### config.mk
export PLATFORM = sky130hd
export DESIGN_NAME = uart_status_flags
export DESIGN_NICKNAME = d
export VERILOG_FILES = /design/src/uart_status_pkg.sv /design/src/uart_status_flags.sv
export SDC_FILE = /design/constraint.sdc
export NUM_CORES = 1
export LEC_CHECK = 0
export BUFFER_PORTS_ARGS = -buffer_cell sky130_fd_sc_hd__buf_2
export CAP_MARGIN = 20
export CORE_MARGIN = 10
export CORE_UTILIZATION = 56
export CTS_CLUSTER_DIAMETER = 60
export DETAILED_ROUTE_END_ITERATION = 8
export HOLD_SLACK_MARGIN = 0.15
export MAX_ROUTING_LAYER = met4
export PLACE_DENSITY = 0.86
export SLEW_MARGIN = 25
export SYNTH_ARGS = -nofsm -noshare
export SYNTH_HDL_FRONTEND = slang
export SYNTH_SLANG_ARGS = --single-unit
### constraint.sdc
create_clock -name clock_in -period 3.45 [get_ports clock_in]
set_input_delay 0.1725 -clock clock_in [delete_from_list [all_inputs] [get_ports clock_in]]
set_output_delay 0.1725 -clock clock_in [all_outputs]
set_load 0.005 [all_outputs]
### src/uart_status_pkg.sv
//
// Purpose: Constants for the serial status flag block
// Assumes: 32-bit Avalon-MM slave, one word per register
// Notes:   Flag positions follow the primary status register layout
//
// Behaviour
// - Status register is read-only; bus writes to it have no effect.
// - Transmit-buffer-empty sets at reset and on buffer-to-shifter transfer.
// - Status read with buffer-empty set, then data write, clears buffer-empty.
// - Transmission-complete sets at reset and when buffer empty and shifter idle.
// - After status read, data write, enable rise or break write clears it.
// - Receive-buffer-full sets when a character moves into receive data register.
// - Status read then data read clears receive-buffer-full.
// - Idle sets after 10 or 11 high bit times following activity.
// - Idle-count select 0 counts idle bits from just after the start bit.
// - Idle-count select 1 counts idle bits only after the stop bit.
// - Status read then data read clears the idle flag.
// - Idle sets again only after a new character sets receive-buffer-full.
// - Overrun sets when new character finds old unread; new one is dropped.
// - Status read then data read clears overrun.
// - Seven start samples, three per other bit; disagreement sets noise flag.
// - Status read then data read clears the noise flag.
// - Framing error sets with buffer-full when stop bit samples low.
// - Status read then data read clears framing error.
// - With parity on, parity mismatch sets parity error with buffer-full.
// - Status read then data read clears parity error.
// - Parity even when type bit 0, odd when 1, counting all ones.
// - Long break detection suppresses framing error and buffer-full setting.
//
package uart_status_pkg;

  // ****************************************
  // Register map (byte addresses)
  // ****************************************
  localparam logic [3:0] addr_status  = 4'h0;
  localparam logic [3:0] addr_data    = 4'h4;
  localparam logic [3:0] addr_control = 4'h8;

  // ****************************************
  // Status flag positions
  // ****************************************
  localparam int bit_tx_buffer_empty = 7;
  localparam int bit_tc   = 6;
  localparam int bit_rx_buffer_full = 5;
  localparam int bit_idle = 4;
  localparam int bit_ovr  = 3;
  localparam int bit_nf   = 2;
  localparam int bit_fe   = 1;
  localparam int bit_pf   = 0;

  // ****************************************
  // Control register field positions
  // ****************************************
  localparam int ctl_tx_enable   = 0;
  localparam int ctl_break_queue = 1;
  localparam int ctl_parity_on   = 2;
  localparam int ctl_parity_odd  = 3;
  localparam int ctl_idle_after  = 4;
  localparam int ctl_long_break  = 5;
  localparam int ctl_char_nine   = 6;
  localparam int ctl_width       = 7;

  // ****************************************
  // Reset values and counts
  // ****************************************
  localparam logic [7:0] status_reset   = 8'hc0;
  localparam logic [3:0] idle_bits_8    = 4'ha;
  localparam logic [3:0] idle_bits_9    = 4'hb;
  localparam logic [3:0] data_bits_8    = 4'h8;
  localparam logic [3:0] data_bits_9    = 4'h9;
  localparam int         start_samples  = 7;
  localparam int         bit_samples    = 3;

endpackage : uart_status_pkg
### src/uart_status_flags.sv
//
// Purpose: Status flags, data register and clear sequences of a serial port
// Assumes: Shifters deliver one-cycle strobes; bit_tick_in marks bit times
// Notes:   Single cycle wait state on every bus access
//
// Design decisions made here: the Avalon-MM interface to the registers and the register offsets.
`timescale 1ns/100ps
`default_nettype none

module uart_status_flags
(
  input  wire logic        clock_in,
  input  wire logic        rstn_in,
  // Avalon-MM slave
  input  wire logic [3:0]  address_in,
  input  wire logic        read_in,
  input  wire logic        write_in,
  input  wire logic [31:0] writedata_in,
  output logic      [31:0] readdata_out,
  output logic             waitrequest_out,
  // Transmit shifter
  input  wire logic        tx_load_in,
  input  wire logic        tx_busy_in,
  output logic      [8:0]  tx_data_out,
  output logic             tx_buffer_full_out,
  output logic             tx_enable_out,
  output logic             tx_preamble_req_out,
  output logic             break_queue_out,
  // Receive sampler
  input  wire logic        rx_line_in,
  input  wire logic        bit_tick_in,
  input  wire logic        rx_bit_strobe_in,
  input  wire logic        rx_bit_is_start_in,
  input  wire logic [6:0]  rx_samples_in,
  output logic      [8:0]  rx_data_out,
  output logic      [7:0]  status_out
);
  import uart_status_pkg::*;

  // ****************************************
  // State
  // ****************************************
  typedef struct packed {
    logic [7:0]           flags;
    logic [7:0]           arm;
    logic                 resp;
    logic [31:0]          rdata;
    logic [8:0]           tx_data;
    logic [8:0]           rx_data;
    logic [ctl_width-1:0] ctrl;
    logic                 preamble;
    logic                 in_frame;
    logic [3:0]           bit_idx;
    logic [8:0]           shift;
    logic                 noise;
    logic [3:0]           idle_cnt;
    logic                 idle_armed;
  } state_t;

  state_t st;
  state_t next_st;

  // ****************************************
  // Helpers
  // ****************************************
  function automatic logic majority3(input logic [2:0] s);
    majority3 = (s[0] & s[1]) | (s[0] & s[2]) | (s[1] & s[2]);
  endfunction : majority3

  function automatic logic disagree(input logic [6:0] s, input int n);
    logic any_one;
    logic any_zero;
    any_one  = 1'b0;
    any_zero = 1'b0;
    for (int i = 0; i < start_samples; i++)
    begin
      if (i < n)
      begin
        any_one  = any_one | s[i];
        any_zero = any_zero | ~s[i];
      end
    end
    disagree = any_one & any_zero;
  endfunction : disagree

  // ****************************************
  // Decode
  // ****************************************
  logic       req;
  logic       accept;
  logic       rd_status;
  logic       rd_data;
  logic       wr_data;
  logic       wr_ctrl;
  logic       te_rise;
  logic       brk_write;
  logic [3:0] data_bits;
  logic [3:0] idle_need;
  logic       stop_bit;
  logic       data_bit;
  logic       bit_val;
  logic       bit_noise;
  logic       frame_err;
  logic       par_err;
  logic       rx_done;
  logic       count_ok;

  always_comb
  begin
    req       = read_in | write_in;
    accept    = req & st.resp;
    rd_status = accept & read_in & (address_in == addr_status);
    rd_data   = accept & read_in & (address_in == addr_data);
    wr_data   = accept & write_in & (address_in == addr_data);
    wr_ctrl   = accept & write_in & (address_in == addr_control);
    te_rise   = wr_ctrl & writedata_in[ctl_tx_enable] & ~st.ctrl[ctl_tx_enable];
    brk_write = wr_ctrl & writedata_in[ctl_break_queue];
    data_bits = st.ctrl[ctl_char_nine] ? data_bits_9 : data_bits_8;
    idle_need = st.ctrl[ctl_char_nine] ? idle_bits_9 : idle_bits_8;
    stop_bit  = rx_bit_strobe_in & st.in_frame & ~rx_bit_is_start_in
                & (st.bit_idx == data_bits);
    data_bit  = rx_bit_strobe_in & st.in_frame & ~rx_bit_is_start_in
                & (st.bit_idx < data_bits);
    bit_val   = majority3(rx_samples_in[2:0]);
    if (rx_bit_is_start_in)
    begin
      bit_noise = disagree(rx_samples_in, start_samples);
    end
    else
    begin
      bit_noise = disagree(rx_samples_in, bit_samples);
    end
    frame_err = stop_bit & ~bit_val;
    // Parity over all data bits including parity bit
    par_err   = st.ctrl[ctl_parity_on]
                & ((^st.shift) != st.ctrl[ctl_parity_odd]);
    rx_done   = stop_bit & ~st.ctrl[ctl_long_break];
    count_ok  = ~st.ctrl[ctl_idle_after] | ~st.in_frame;
  end

  // ****************************************
  // Next state
  // ****************************************
  always_comb
  begin
    logic [7:0] set_v;
    logic [7:0] clr_v;
    logic [8:0] nshift;
    set_v   = 8'h00;
    clr_v   = 8'h00;
    nshift  = st.shift;
    next_st = st;

    // Bus: one wait state, read data latched in the wait cycle
    next_st.resp = req & ~st.resp;
    if (req & ~st.resp)
    begin
      unique case (address_in)
        addr_status:  next_st.rdata = {24'h000000, st.flags};
        addr_data:    next_st.rdata = {23'h000000, st.rx_data};
        addr_control: next_st.rdata = {25'h0000000, st.ctrl};
        default:      next_st.rdata = 32'h00000000;
      endcase
    end

    // Status read arms clears of the flags it returned
    if (rd_status)
    begin
      next_st.arm = st.rdata[7:0];
    end
    if (wr_data)
    begin
      next_st.tx_data = writedata_in[8:0];
      clr_v[bit_tx_buffer_empty] = st.arm[bit_tx_buffer_empty];
      clr_v[bit_tc]   = st.arm[bit_tc];
      next_st.arm[bit_tx_buffer_empty] = 1'b0;
    end
    if (te_rise | brk_write)
    begin
      clr_v[bit_tc] = st.arm[bit_tc];
    end
    if (wr_data | te_rise | brk_write)
    begin
      next_st.arm[bit_tc] = 1'b0;
    end
    if (rd_data)
    begin
      clr_v[bit_rx_buffer_full] = st.arm[bit_rx_buffer_full];
      clr_v[bit_idle] = st.arm[bit_idle];
      clr_v[bit_ovr]  = st.arm[bit_ovr];
      clr_v[bit_nf]   = st.arm[bit_nf];
      clr_v[bit_fe]   = st.arm[bit_fe];
      clr_v[bit_pf]   = st.arm[bit_pf];
      next_st.arm[5:0] = 6'h00;
    end
    if (wr_ctrl)
    begin
      next_st.ctrl = writedata_in[ctl_width-1:0];
    end

    // Transmit side
    if (te_rise)
    begin
      next_st.preamble = 1'b1;
    end
    else if (tx_busy_in)
    begin
      next_st.preamble = 1'b0;
    end
    set_v[bit_tx_buffer_empty] = tx_load_in;
    set_v[bit_tc]   = st.flags[bit_tx_buffer_empty] & ~tx_busy_in & ~st.preamble
                      & ~st.ctrl[ctl_break_queue] & ~te_rise
                      & ~brk_write & ~wr_data;

    // Receive framing
    if (rx_bit_strobe_in & rx_bit_is_start_in)
    begin
      next_st.in_frame = 1'b1;
      next_st.bit_idx  = 4'h0;
      next_st.noise    = bit_noise;
      nshift           = 9'h000;
    end
    else if (data_bit)
    begin
      nshift          = st.shift;
      nshift[st.bit_idx] = bit_val;
      next_st.bit_idx = st.bit_idx + 4'h1;
      next_st.noise   = st.noise | bit_noise;
    end
    else if (stop_bit)
    begin
      next_st.in_frame = 1'b0;
    end
    next_st.shift = nshift;

    if (rx_done)
    begin
      if (st.flags[bit_rx_buffer_full])
      begin
        set_v[bit_ovr] = 1'b1;
      end
      else
      begin
        next_st.rx_data = st.shift;
        set_v[bit_rx_buffer_full] = 1'b1;
        set_v[bit_nf]   = st.noise | bit_noise;
        set_v[bit_fe]   = frame_err;
        set_v[bit_pf]   = par_err;
        next_st.idle_armed = 1'b1;
        clr_v[bit_nf] = 1'b1;
        clr_v[bit_fe] = 1'b1;
        clr_v[bit_pf] = 1'b1;
      end
    end

    // Idle line detection
    if (bit_tick_in)
    begin
      if (~rx_line_in)
      begin
        next_st.idle_cnt = 4'h0;
      end
      else if (count_ok & (st.idle_cnt != idle_need))
      begin
        next_st.idle_cnt = st.idle_cnt + 4'h1;
      end
    end
    if (rx_line_in & count_ok & (st.idle_cnt == idle_need)
        & st.idle_armed)
    begin
      set_v[bit_idle]    = 1'b1;
      next_st.idle_armed = 1'b0;
    end

    // Set wins over clear; writes to the status register never touch flags
    next_st.flags = (st.flags & ~clr_v) | set_v;
  end

  // ****************************************
  // Registers
  // ****************************************
  always_ff @(posedge clock_in or negedge rstn_in)
  begin
    if (!rstn_in)
    begin
      st       <= '0;
      st.flags <= status_reset;
    end
    else
    begin
      st <= next_st;
    end
  end

  // ****************************************
  // Outputs
  // ****************************************
  always_comb
  begin
    waitrequest_out     = req & ~st.resp;
    readdata_out        = st.rdata;
    tx_data_out         = st.tx_data;
    tx_buffer_full_out  = ~st.flags[bit_tx_buffer_empty];
    tx_enable_out       = st.ctrl[ctl_tx_enable];
    tx_preamble_req_out = st.preamble;
    break_queue_out     = st.ctrl[ctl_break_queue];
    rx_data_out         = st.rx_data;
    status_out          = st.flags;
  end

endmodule : uart_status_flags

`default_nettype wire

==> impl_metrics.json, run 1 <==
{
  "period_minus_slack_ns": 2.29,
  "critical_path_arrival_ns": 2.52,
  "grt-ovfl-total": 0,
  "core_area_um2": 6830,
  "maxCapViolations": 0,
  "synth_top_area_share_pct": 44.5,
  "finalHoldViolCount": 0,
  "clock.fmax_mhz": 436,
  "p_int_w": 0.00138,
  "initial_core_util_pct": 57.7,
  "htreeDepth": 3,
  "syn_to_final_growth_pct": 10.1,
  "hold_end": "status_out[7]",
  "io_pins": 116,
  "cts_root_buf": "clkbuf_8",
  "rsz0062_at_grt": "no",
  "first_iter_violations": 136,
  "yosys_warnings": 0,
  "worst_pin_slew_ns": 0.863,
  "vias": 2838,
  "wl_per_cell_um": 16.8,
  "timing.setup.tns_ns": 0,
  "fin_crit_sh_pct": 66.4,
  "fin_nets": 488,
  "postSynthCellCount": 375,
  "p_switching_w": 0.000590,
  "place_ws_ns": 1.26,
  "required_ns": 3.68,
  "stdcell_area_um2": 4340,
  "synthArstFlopShare_pct": 100,
  "cp_max_fo": 6,
  "synth_edf_count": 0,
  "synth_top_cell_by_area": "dfrtp_1",
  "cts_tree": "yes",
  "rows": 30,
  "ys_seq_elements": 72,
  "nFillCells": 553,
  "cts.path.max_buffers": 2,
  "antenna_found_initial": 0,
  "r2r-end": "st[17]",
  "grt_pass1_vias": 2992,
  "drc": 0,
  "mostFrequentLayoutCell": "dfrtp_1",
  "clk_pin_slew_worst_paths_ns": 0.08,
  "ff2ff_path_depth": 7,
  "leakage_nw": 2.24,
  "gp_congestion": 0.886,
  "dr.pass1.iters": 4,
  "synth.avg_cell_area_um2": 10.5,
  "hold_class": "input pin to register",
  "pwr-share-clk_pct": 29.2,
  "drive_gt1_share_pct": 26.7,
  "gr-usage-all-layers_pct": 17.1,
  "combPwrFrac_pct": 18.3,
  "r2r-start": "st[15]",
  "synth_area_leaders": "dfrtp_1, buf_4, mux2_2",
  "pwr-share-seq_pct": 52.5,
  "die_h_um": 104,
  "place_hpwl_um": 6750,
  "ant_nets": 0,
  "worst_slack_ns": 1.16,
  "powerDensity_nw_per_um2": 454,
  "clock-sinks": 72,
  "hold_depth": 3,
  "clk_latency_ns": 0.35,
  "die-width_um": 104,
  "ctsResizeCount": 0,
  "netlist_area_um2": 3940,
  "status": "finished, final reports clean",
  "routed_via_density": 5.35,
  "slew_headroom_pct": 42.3,
  "dieArea_um2": 10800,
  "numPortBuffers": 69,
  "multi_input_area_um2": 1660,
  "grt_pass1_wl_um": 14900,
  "placed_cell_area_um2": 4010,
  "drt-total-wl_um": 8920,
  "switching_share_pct": 30.0,
  "cts_buffers": 9,
  "ctsHoldBuffers": 16,
  "grt_max_degree": 32,
  "start_kind": "register",
  "post_cts_buffers": 0,
  "crit_type": "register to register",
  "fin_worst_skew_ns": 0.00669,
  "setup_violations": 0,
  "n_antenna_cell": 0,
  "hold_start": "write_in",
  "cp-end-kind": "register",
  "synth_cell_types": 53,
  "maxSlewViolCount": 0,
  "regArea_um2": 1800,
  "ir_worst_vdd_uv": 218,
  "mostFrequentLayoutCells": "dfrtp_1, buf_2, nand2_1",
  "synth_ff_type": "dfrtp_1",
  "rrSetupSlack_ns": 1.16,
  "synth_sequential_area_ratio_pct": 45.8
}
registers in the layout (all words and copies together), names as in the netlist:
register             cells
break_queue_out          1
readdata_out             9
rx_data_out              9
st                      34
status_out               8
tx_data_out              9
tx_enable_out            1
tx_preamble_req_out      1
logic make-up (layout without fill, tap and decap cells):
| family | after synthesis | count (layout) | synth area share, % |
|---|---|---|---|
| fa+ha+maj | 6 | 6 | 1.91 |
| mux | 44 | 44 | 12.5 |
| xor+xnor | 10 | 10 | 2.57 |
| flops | 72 | 72 | 45.8 |
| other cells | 1 | 23 | 0.0952 |
| compound gates | 58 | 58 | 10.2 |
| simple gates | 101 | 101 | 12.8 |
| buf+inv | 83 | 120 | 14.2 |
routing by layer:
metal	up-vias	track usage (%)	routed length, µm
met2	82	27.8	4520
met4	0	6.56	167
met3	17	3.53	391
met5	-	-	0
li1	1334	-	-
met1	1405	20.3	3840
critical path, stage by stage (launching register included):
cell	delay, ns
dfrtp_1	0.44
inv_1	0.14
ha_1	0.17
or3b_1	0.37
a211oi_1	0.31
xnor2_1	0.16
a21oi_1	0.05
dlygate4sd3_1	0.54
worst max-delay path by stage:
stage                       from              to  slack, ns  depth (start not counted)
final                     st[15]          st[17]       1.16                          7
after global routing      st[15]          st[17]       0.94                          7
after CTS                 st[15]          st[17]       1.13                          7
after detailed placement  st[15]  rx_data_out[3]       1.26                          5
after global placement    st[15]  rx_data_out[5]       1.35                          5
after floorplan           st[15]  rx_data_out[3]       1.54                          7
metrics by stage:
step,total power (W),cells,util (%),hold WS (ns)
detailed placement,0.00139,498,58.7,0.152
global route,0.00208,530,63.5,0.203
floorplan,0.00130,397,-,-0.123
global placement,0.00137,498,58.7,0.147
finish,0.00197,530,63.5,0.188
CTS,0.00197,530,63.5,0.173
synth_stat cells (6+ instances only):
cell     count
nand3_1     10
o21ai_0     17
dfrtp_1     70
o31ai_1      8
inv_1       16
mux2i_1     19
buf_4       58
xnor2_1      7
a22o_1       9
mux2_2      20
nand2_1     52
ha_1         6
power by group through the flow:
| stage | Sequential (W) | Clock, W | Combinational (W) |
|---|---|---|---|
| 5_1_grt | 0.00104 | 0.000627 | 0.000406 |
| 2_1_floorplan | 0.00102 | 0 | 0.000284 |
| 6_report | 0.00103 | 0.000574 | 0.000361 |
| 4_1_cts | 0.00103 | 0.000582 | 0.000363 |
| 3_5_place_dp | 0.00104 | 0 | 0.000347 |
| 3_3_place_gp | 0.00104 | 0 | 0.000331 |
final cells by class:
type	count	share of cell area [%]
Sequential cell	72	41.6
Clock inverter	6	0.837
Clock buffer	10	2.94
Inverter	16	1.39
Tap cell	96	2.77
Multi-Input combinational cell	242	38.3
Timing Repair Buffer	88	12.2
No activity file was read; power rests on OpenSTA's default activity.
==> run 2: changes to the inputs <==
--- a/config.mk
+++ b/config.mk
@@ -8,12 +8,12 @@
 export BUFFER_PORTS_ARGS = -buffer_cell sky130_fd_sc_hd__buf_2
 export CAP_MARGIN = 20
 export CORE_MARGIN = 10
-export CORE_UTILIZATION = 56
+export CORE_UTILIZATION = 52
 export CTS_CLUSTER_DIAMETER = 60
 export DETAILED_ROUTE_END_ITERATION = 8
 export HOLD_SLACK_MARGIN = 0.15
 export MAX_ROUTING_LAYER = met4
-export PLACE_DENSITY = 0.86
+export PLACE_DENSITY = 0.8
 export SLEW_MARGIN = 25
 export SYNTH_ARGS = -nofsm -noshare
 export SYNTH_HDL_FRONTEND = slang
==> constraint.sdc (replaced) <==
create_clock -name clock_in -period 2.2 [get_ports clock_in]
set_input_delay 0.11 -clock clock_in [delete_from_list [all_inputs] [get_ports clock_in]]
set_output_delay 0.11 -clock clock_in [all_outputs]
set_load 0.005 [all_outputs]
==> run 2 against run 1 <==
  * Non-clock buffer count grew 7
  * Maximum frequency rose by 11%
  * Combinational power up 64%
  * Worst setup slack lost 1.0 ns
  * Largest power group unchanged
==> impl_metrics.json, run 2 (same netlist as run 1, synthesis figures left out) <==
{
  "setup_violations": 0,
  "grt_pass1_wl_um": 14800,
  "critical_path_arrival_ns": 2.35,
  "gr-usage-all-layers_pct": 16.5,
  "first_iter_violations": 96,
  "period_minus_slack_ns": 2.07,
  "cts_buffers": 9,
  "finalHoldViolCount": 0,
  "maxSlewViolCount": 0,
  "ir_worst_vdd_uv": 342,
  "clock.fmax_mhz": 484,
  "leakage_nw": 2.29,
  "ant_nets": 0,
  "dieArea_um2": 11500,
  "fin_nets": 495,
  "vias": 2849,
  "drive_gt1_share_pct": 27.2,
  "clk_latency_ns": 0.34,
  "cts_tree": "yes",
  "grt_pass1_vias": 2914,
  "gp_congestion": 0.859,
  "htreeDepth": 3,
  "timing.setup.tns_ns": 0,
  "post_cts_buffers": 0,
  "cts.path.max_buffers": 2,
  "worst_pin_slew_ns": 0.711,
  "drt-total-wl_um": 8930,
  "fin_worst_skew_ns": 0.00846,
  "nFillCells": 605,
  "status": "finished, final reports clean",
  "start_kind": "register",
  "grt-ovfl-total": 0,
  "crit_type": "register to register",
  "fin_crit_sh_pct": 93.9,
  "grt_max_degree": 57,
  "powerDensity_nw_per_um2": 737,
  "stdcell_area_um2": 4460,
  "slew_headroom_pct": 52.3,
  "cp_max_fo": 3,
  "post-route-util_pct": 61.1,
  "die_h_um": 107,
  "wl_per_cell_um": 16.5,
  "clk_pin_slew_worst_paths_ns": 0.08,
  "rows": 31,
  "core_area_um2": 7290,
  "mostFrequentLayoutCell": "dfrtp_1",
  "drc": 0,
  "required_ns": 2.48,
  "cp-end-kind": "register",
  "syn_to_final_growth_pct": 13.2,
  "antenna_found_initial": 0,
  "dr.pass1.iters": 4,
  "place_hpwl_um": 6750,
  "clock-sinks": 72,
  "hold_class": "input pin to register",
  "largest_register": "st",
  "mostFrequentLayoutCells": "dfrtp_1, buf_2, nand2_1",
  "initial_core_util_pct": 54.0,
  "maxCapViolations": 0,
  "ctsResizeCount": 0,
  "largest_reg_flops": 34,
  "numPortBuffers": 69,
  "io_pins": 116,
  "die-width_um": 107,
  "rsz0062_at_grt": "no",
  "routed_via_density": 5.28,
  "cts_root_buf": "clkbuf_8",
  "n_antenna_cell": 0,
  "placed_cell_area_um2": 4050
}
run 2: changes by cell type in the layout (fill, tap and decap cells not counted):
cell and change:
bufinv_16 +1, clkinvlp_4 +1, clkbuf_1 -1, clkinv_4 -1
dlygate4sd3_1 +4, buf_4 +2, clkbuf_8 +2, clkinv_2 -2
buf_12 +1
run 2: cell type report:
| type | instances | area, µm² | area share, % |
|---|---|---|---|
| Clock buffer | 11 | 151 | 3.40 |
| Clock inverter | 5 | 55.1 | 1.24 |
| Inverter | 16 | 60.1 | 1.35 |
| Multi-Input combinational cell | 242 | 1660 | 37.2 |
| Sequential cell | 72 | 1800 | 40.5 |
| Tap cell | 99 | 124 | 2.78 |
| Timing Repair Buffer | 95 | 603 | 13.5 |
run 2: path summary, 6_finish.rpt:
| kind | start | to | slack, ns | depth (start not counted) |
|---|---|---|---|---|
| setup / recovery | st[27] | st[3] | 0.13 | 6 |
| hold / removal | address_in[1] | readdata_out[8] | 0.17 | 4 |
| setup reg to reg | st[27] | st[3] | 0.13 | 6 |
| hold reg to reg | st[85] | status_out[6] | 0.42 | 1 |
| max in group asynchronous | rstn_in | status_out[6] | 1.29 | 3 |
| min in group asynchronous | rstn_in | tx_data_out[8] | 0.25 | 2 |
run 2: critical path, cell delays in order (launching register included):
cell and delay, ns:
dfrtp_1 0.43, buf_4 0.16, xor2_1 0.18, nor3_1 0.09
or4_1 0.50, nand3_1 0.09, dlygate4sd3_1 0.55
run 2: routing by layer:
layer / track usage (%) / part of all wire, %
met5: - / 0
met4: 6.67 / 1.8
met3: 4.07 / 5.7
met2: 25.8 / 49
met1: 20.0 / 44
run 2: report_power, final:
group / total, W / leakage [nW] / switching [W] / internal, W
clock network: 0.00108 / 0.101 / 0.000494 / 0.000581
registers: 0.00162 / 0.955 / 0.000138 / 0.00148
logic: 0.000592 / 1.23 / 0.000295 / 0.000297
run 2: per-stage QoR:
| stage | instances | setup WS [ns] | total power (W) | hold WS [ns] |
|---|---|---|---|---|
| 4_1_cts | 540 | 0.147 | 0.00330 | 0.150 |
| 5_1_grt | 540 | 0.0658 | 0.00346 | 0.192 |
| 6_report | 540 | 0.134 | 0.00328 | 0.166 |
| 3_3_place_gp | 504 | 0.281 | 0.00216 | 0.0544 |
| 2_1_floorplan | 397 | 0.289 | 0.00204 | -0.186 |
| 3_5_place_dp | 504 | 0.236 | 0.00220 | 0.0642 |
run 2: what timing repair did:
item	in CTS	in global routing
setup endpoints to repair	0	0
endpoints found under the hold margin	96	0
hold buffers	20	0
==> run 3: changes to the inputs <==
--- a/config.mk
+++ b/config.mk
@@ -5,7 +5,7 @@
 export SDC_FILE = /design/constraint.sdc
 export NUM_CORES = 1
 export LEC_CHECK = 0
-export BUFFER_PORTS_ARGS = -buffer_cell sky130_fd_sc_hd__buf_2
+export BUFFER_PORTS_ARGS = -buffer_cell sky130_fd_sc_hd__buf_4
 export CAP_MARGIN = 20
 export CORE_MARGIN = 10
 export CORE_UTILIZATION = 52
@@ -14,6 +14,7 @@
 export HOLD_SLACK_MARGIN = 0.15
 export MAX_ROUTING_LAYER = met4
 export PLACE_DENSITY = 0.8
+export RECOVER_POWER = 25
 export SLEW_MARGIN = 25
 export SYNTH_ARGS = -nofsm -noshare
 export SYNTH_HDL_FRONTEND = slang
==> run 3 against run 2 <==
  * Final cell count increased by 0.19%
  * Global-route usage increased by 0.080 points
  * First-iteration DRC count increased by 46%
  * Largest cell class unchanged
  * Worst setup slack got worse by 0.021 ns
  * Sequential cell count unchanged
  * Sequential power about the same
  * Power increased by 5.3%
==> impl_metrics.json, run 3 (same netlist as run 1, synthesis figures left out) <==
{
  "routed_via_density": 5.27,
  "stdcell_area_um2": 4600,
  "critical_path_arrival_ns": 2.37,
  "grt_pass1_vias": 2940,
  "finalNonFillerCells": 541,
  "clock.fmax_mhz": 479,
  "required_ns": 2.48,
  "finalHoldViolCount": 0,
  "die-width_um": 107,
  "clk_latency_ns": 0.35,
  "crit_type": "register to register",
  "mostFrequentLayoutCell": "dfrtp_1",
  "syn_to_final_growth_pct": 16.7,
  "leakage_nw": 2.25,
  "vias": 2850,
  "cts_tree": "yes",
  "dr.pass1.iters": 4,
  "fin_worst_skew_ns": 0.00888,
  "hold_slack_ns": 0.169,
  "n_antenna_cell": 0,
  "pwr-share-seq_pct": 46.8,
  "start_kind": "register",
  "antenna_found_initial": 0,
  "core_area_um2": 7290,
  "htreeDepth": 3,
  "maxSlewViolCount": 0,
  "drc": 0,
  "pwr-share-clk_pct": 35.4,
  "drive_gt1_share_pct": 23.1,
  "setup_violations": 0,
  "slew_headroom_pct": 40.9,
  "fin_nets": 496,
  "rsz0062_at_grt": "no",
  "dieArea_um2": 11500,
  "cts_buffers": 9,
  "maxCapViolations": 0,
  "die_h_um": 107,
  "post-route-util_pct": 63.0,
  "post_cts_buffers": 0,
  "placed_cell_area_um2": 4210,
  "mostFrequentLayoutCells": "dfrtp_1, nand2_1, buf_4",
  "powerDensity_nw_per_um2": 752,
  "drt-total-wl_um": 9170,
  "gp_congestion": 0.826,
  "dp_cells": 504,
  "worst_pin_slew_ns": 0.886,
  "status": "finished, final reports clean",
  "clock-sinks": 72,
  "ff2ff_path_depth": 6,
  "nFillCells": 600,
  "largest_reg_flops": 34,
  "switching_share_pct": 26.9,
  "hold_depth": 3,
  "p_switching_w": 0.000930,
  "cts.path.max_buffers": 2,
  "rows": 31,
  "largest_register": "st",
  "multi_input_area_um2": 1660,
  "io_pins": 116,
  "clk_pin_slew_worst_paths_ns": 0.08,
  "first_iter_violations": 140,
  "p_int_w": 0.00253,
  "ant_nets": 0,
  "initial_core_util_pct": 54.0,
  "numPortBuffers": 69,
  "grt_max_degree": 73,
  "cts_root_buf": "clkbuf_8",
  "wl_per_cell_um": 16.9,
  "ir_worst_vdd_uv": 430,
  "regArea_um2": 1800,
  "hold_class": "input pin to register",
  "timing.setup.tns_ns": 0,
  "grt-ovfl-total": 0,
  "cp-end-kind": "register",
  "combPwrFrac_pct": 17.9,
  "place_hpwl_um": 6750,
  "grt_pass1_wl_um": 15000,
  "gr-usage-all-layers_pct": 16.6,
  "cp_max_fo": 3,
  "period_minus_slack_ns": 2.09,
  "fin_crit_sh_pct": 94.8
}
[run 3: cell count changes in the layout (fill, tap and decap cells not counted), sizes merged]
cell	change
buf	-38
clkinv	-2
bufinv	+1
dlygate4sd3	+1
clkbuf	+39
[run 3: power by group through the flow]
stage / clock, W / combinational [W] / sequential, W
finish: 0.00122 / 0.000618 / 0.00162
global route: 0.00131 / 0.000692 / 0.00163
CTS: 0.00124 / 0.000646 / 0.00161
detailed placement: 0 / 0.000605 / 0.00164
global placement: 0 / 0.000581 / 0.00163
floorplan: 0 / 0.000445 / 0.00160
[run 3: what timing repair did]
action,CTS,global route
resized for setup,0,0
hold buffers,21,0
setup endpoints to repair,0,0
endpoints found under the hold margin,96,0
[run 3: layout make-up]
class | instances | area share, %
clock buffers | 12 | 3.59
clock inverters | 4 | 1.63
inverters | 16 | 1.31
multi-input cells | 242 | 36.1
flip-flops and latches | 72 | 39.2
well taps | 99 | 2.69
repair buffers | 96 | 15.4
[run 3: stage by stage]
stage | total power, W | setup WS (ns)
floorplan | 0.00204 | 0.289
global placement | 0.00221 | 0.287
detailed placement | 0.00225 | 0.243
CTS | 0.00350 | 0.132
global route | 0.00363 | 0.0360
finish | 0.00346 | 0.113
[run 3: critical path, cell delays in order, from the launching register on]
cell	delay [ns]
dfrtp_1	0.43
buf_4	0.17
xor2_1	0.17
nor3_1	0.08
or4_1	0.52
nand3_1	0.10
dlygate4sd3_1	0.54
[run 3: metal layers]
metal,up-vias,part of all wire (%),GRT usage [%]
met5,-,0,-
met4,0,1.0,4.26
met3,10,5.5,4.43
met2,82,50,27.2
met1,1410,44,19.8
li1,1348,-,-
[run 3: final timing paths]
kind | startpoint | end | slack (ns)
max in group asynchronous | rstn_in | st[14] | 1.20
min | address_in[1] | readdata_out[4] | 0.17
max reg2reg | st[27] | st[3] | 0.11
min in group asynchronous | rstn_in | st[86] | 0.44
min reg2reg | st[85] | status_out[6] | 0.42
max | st[27] | st[3] | 0.11
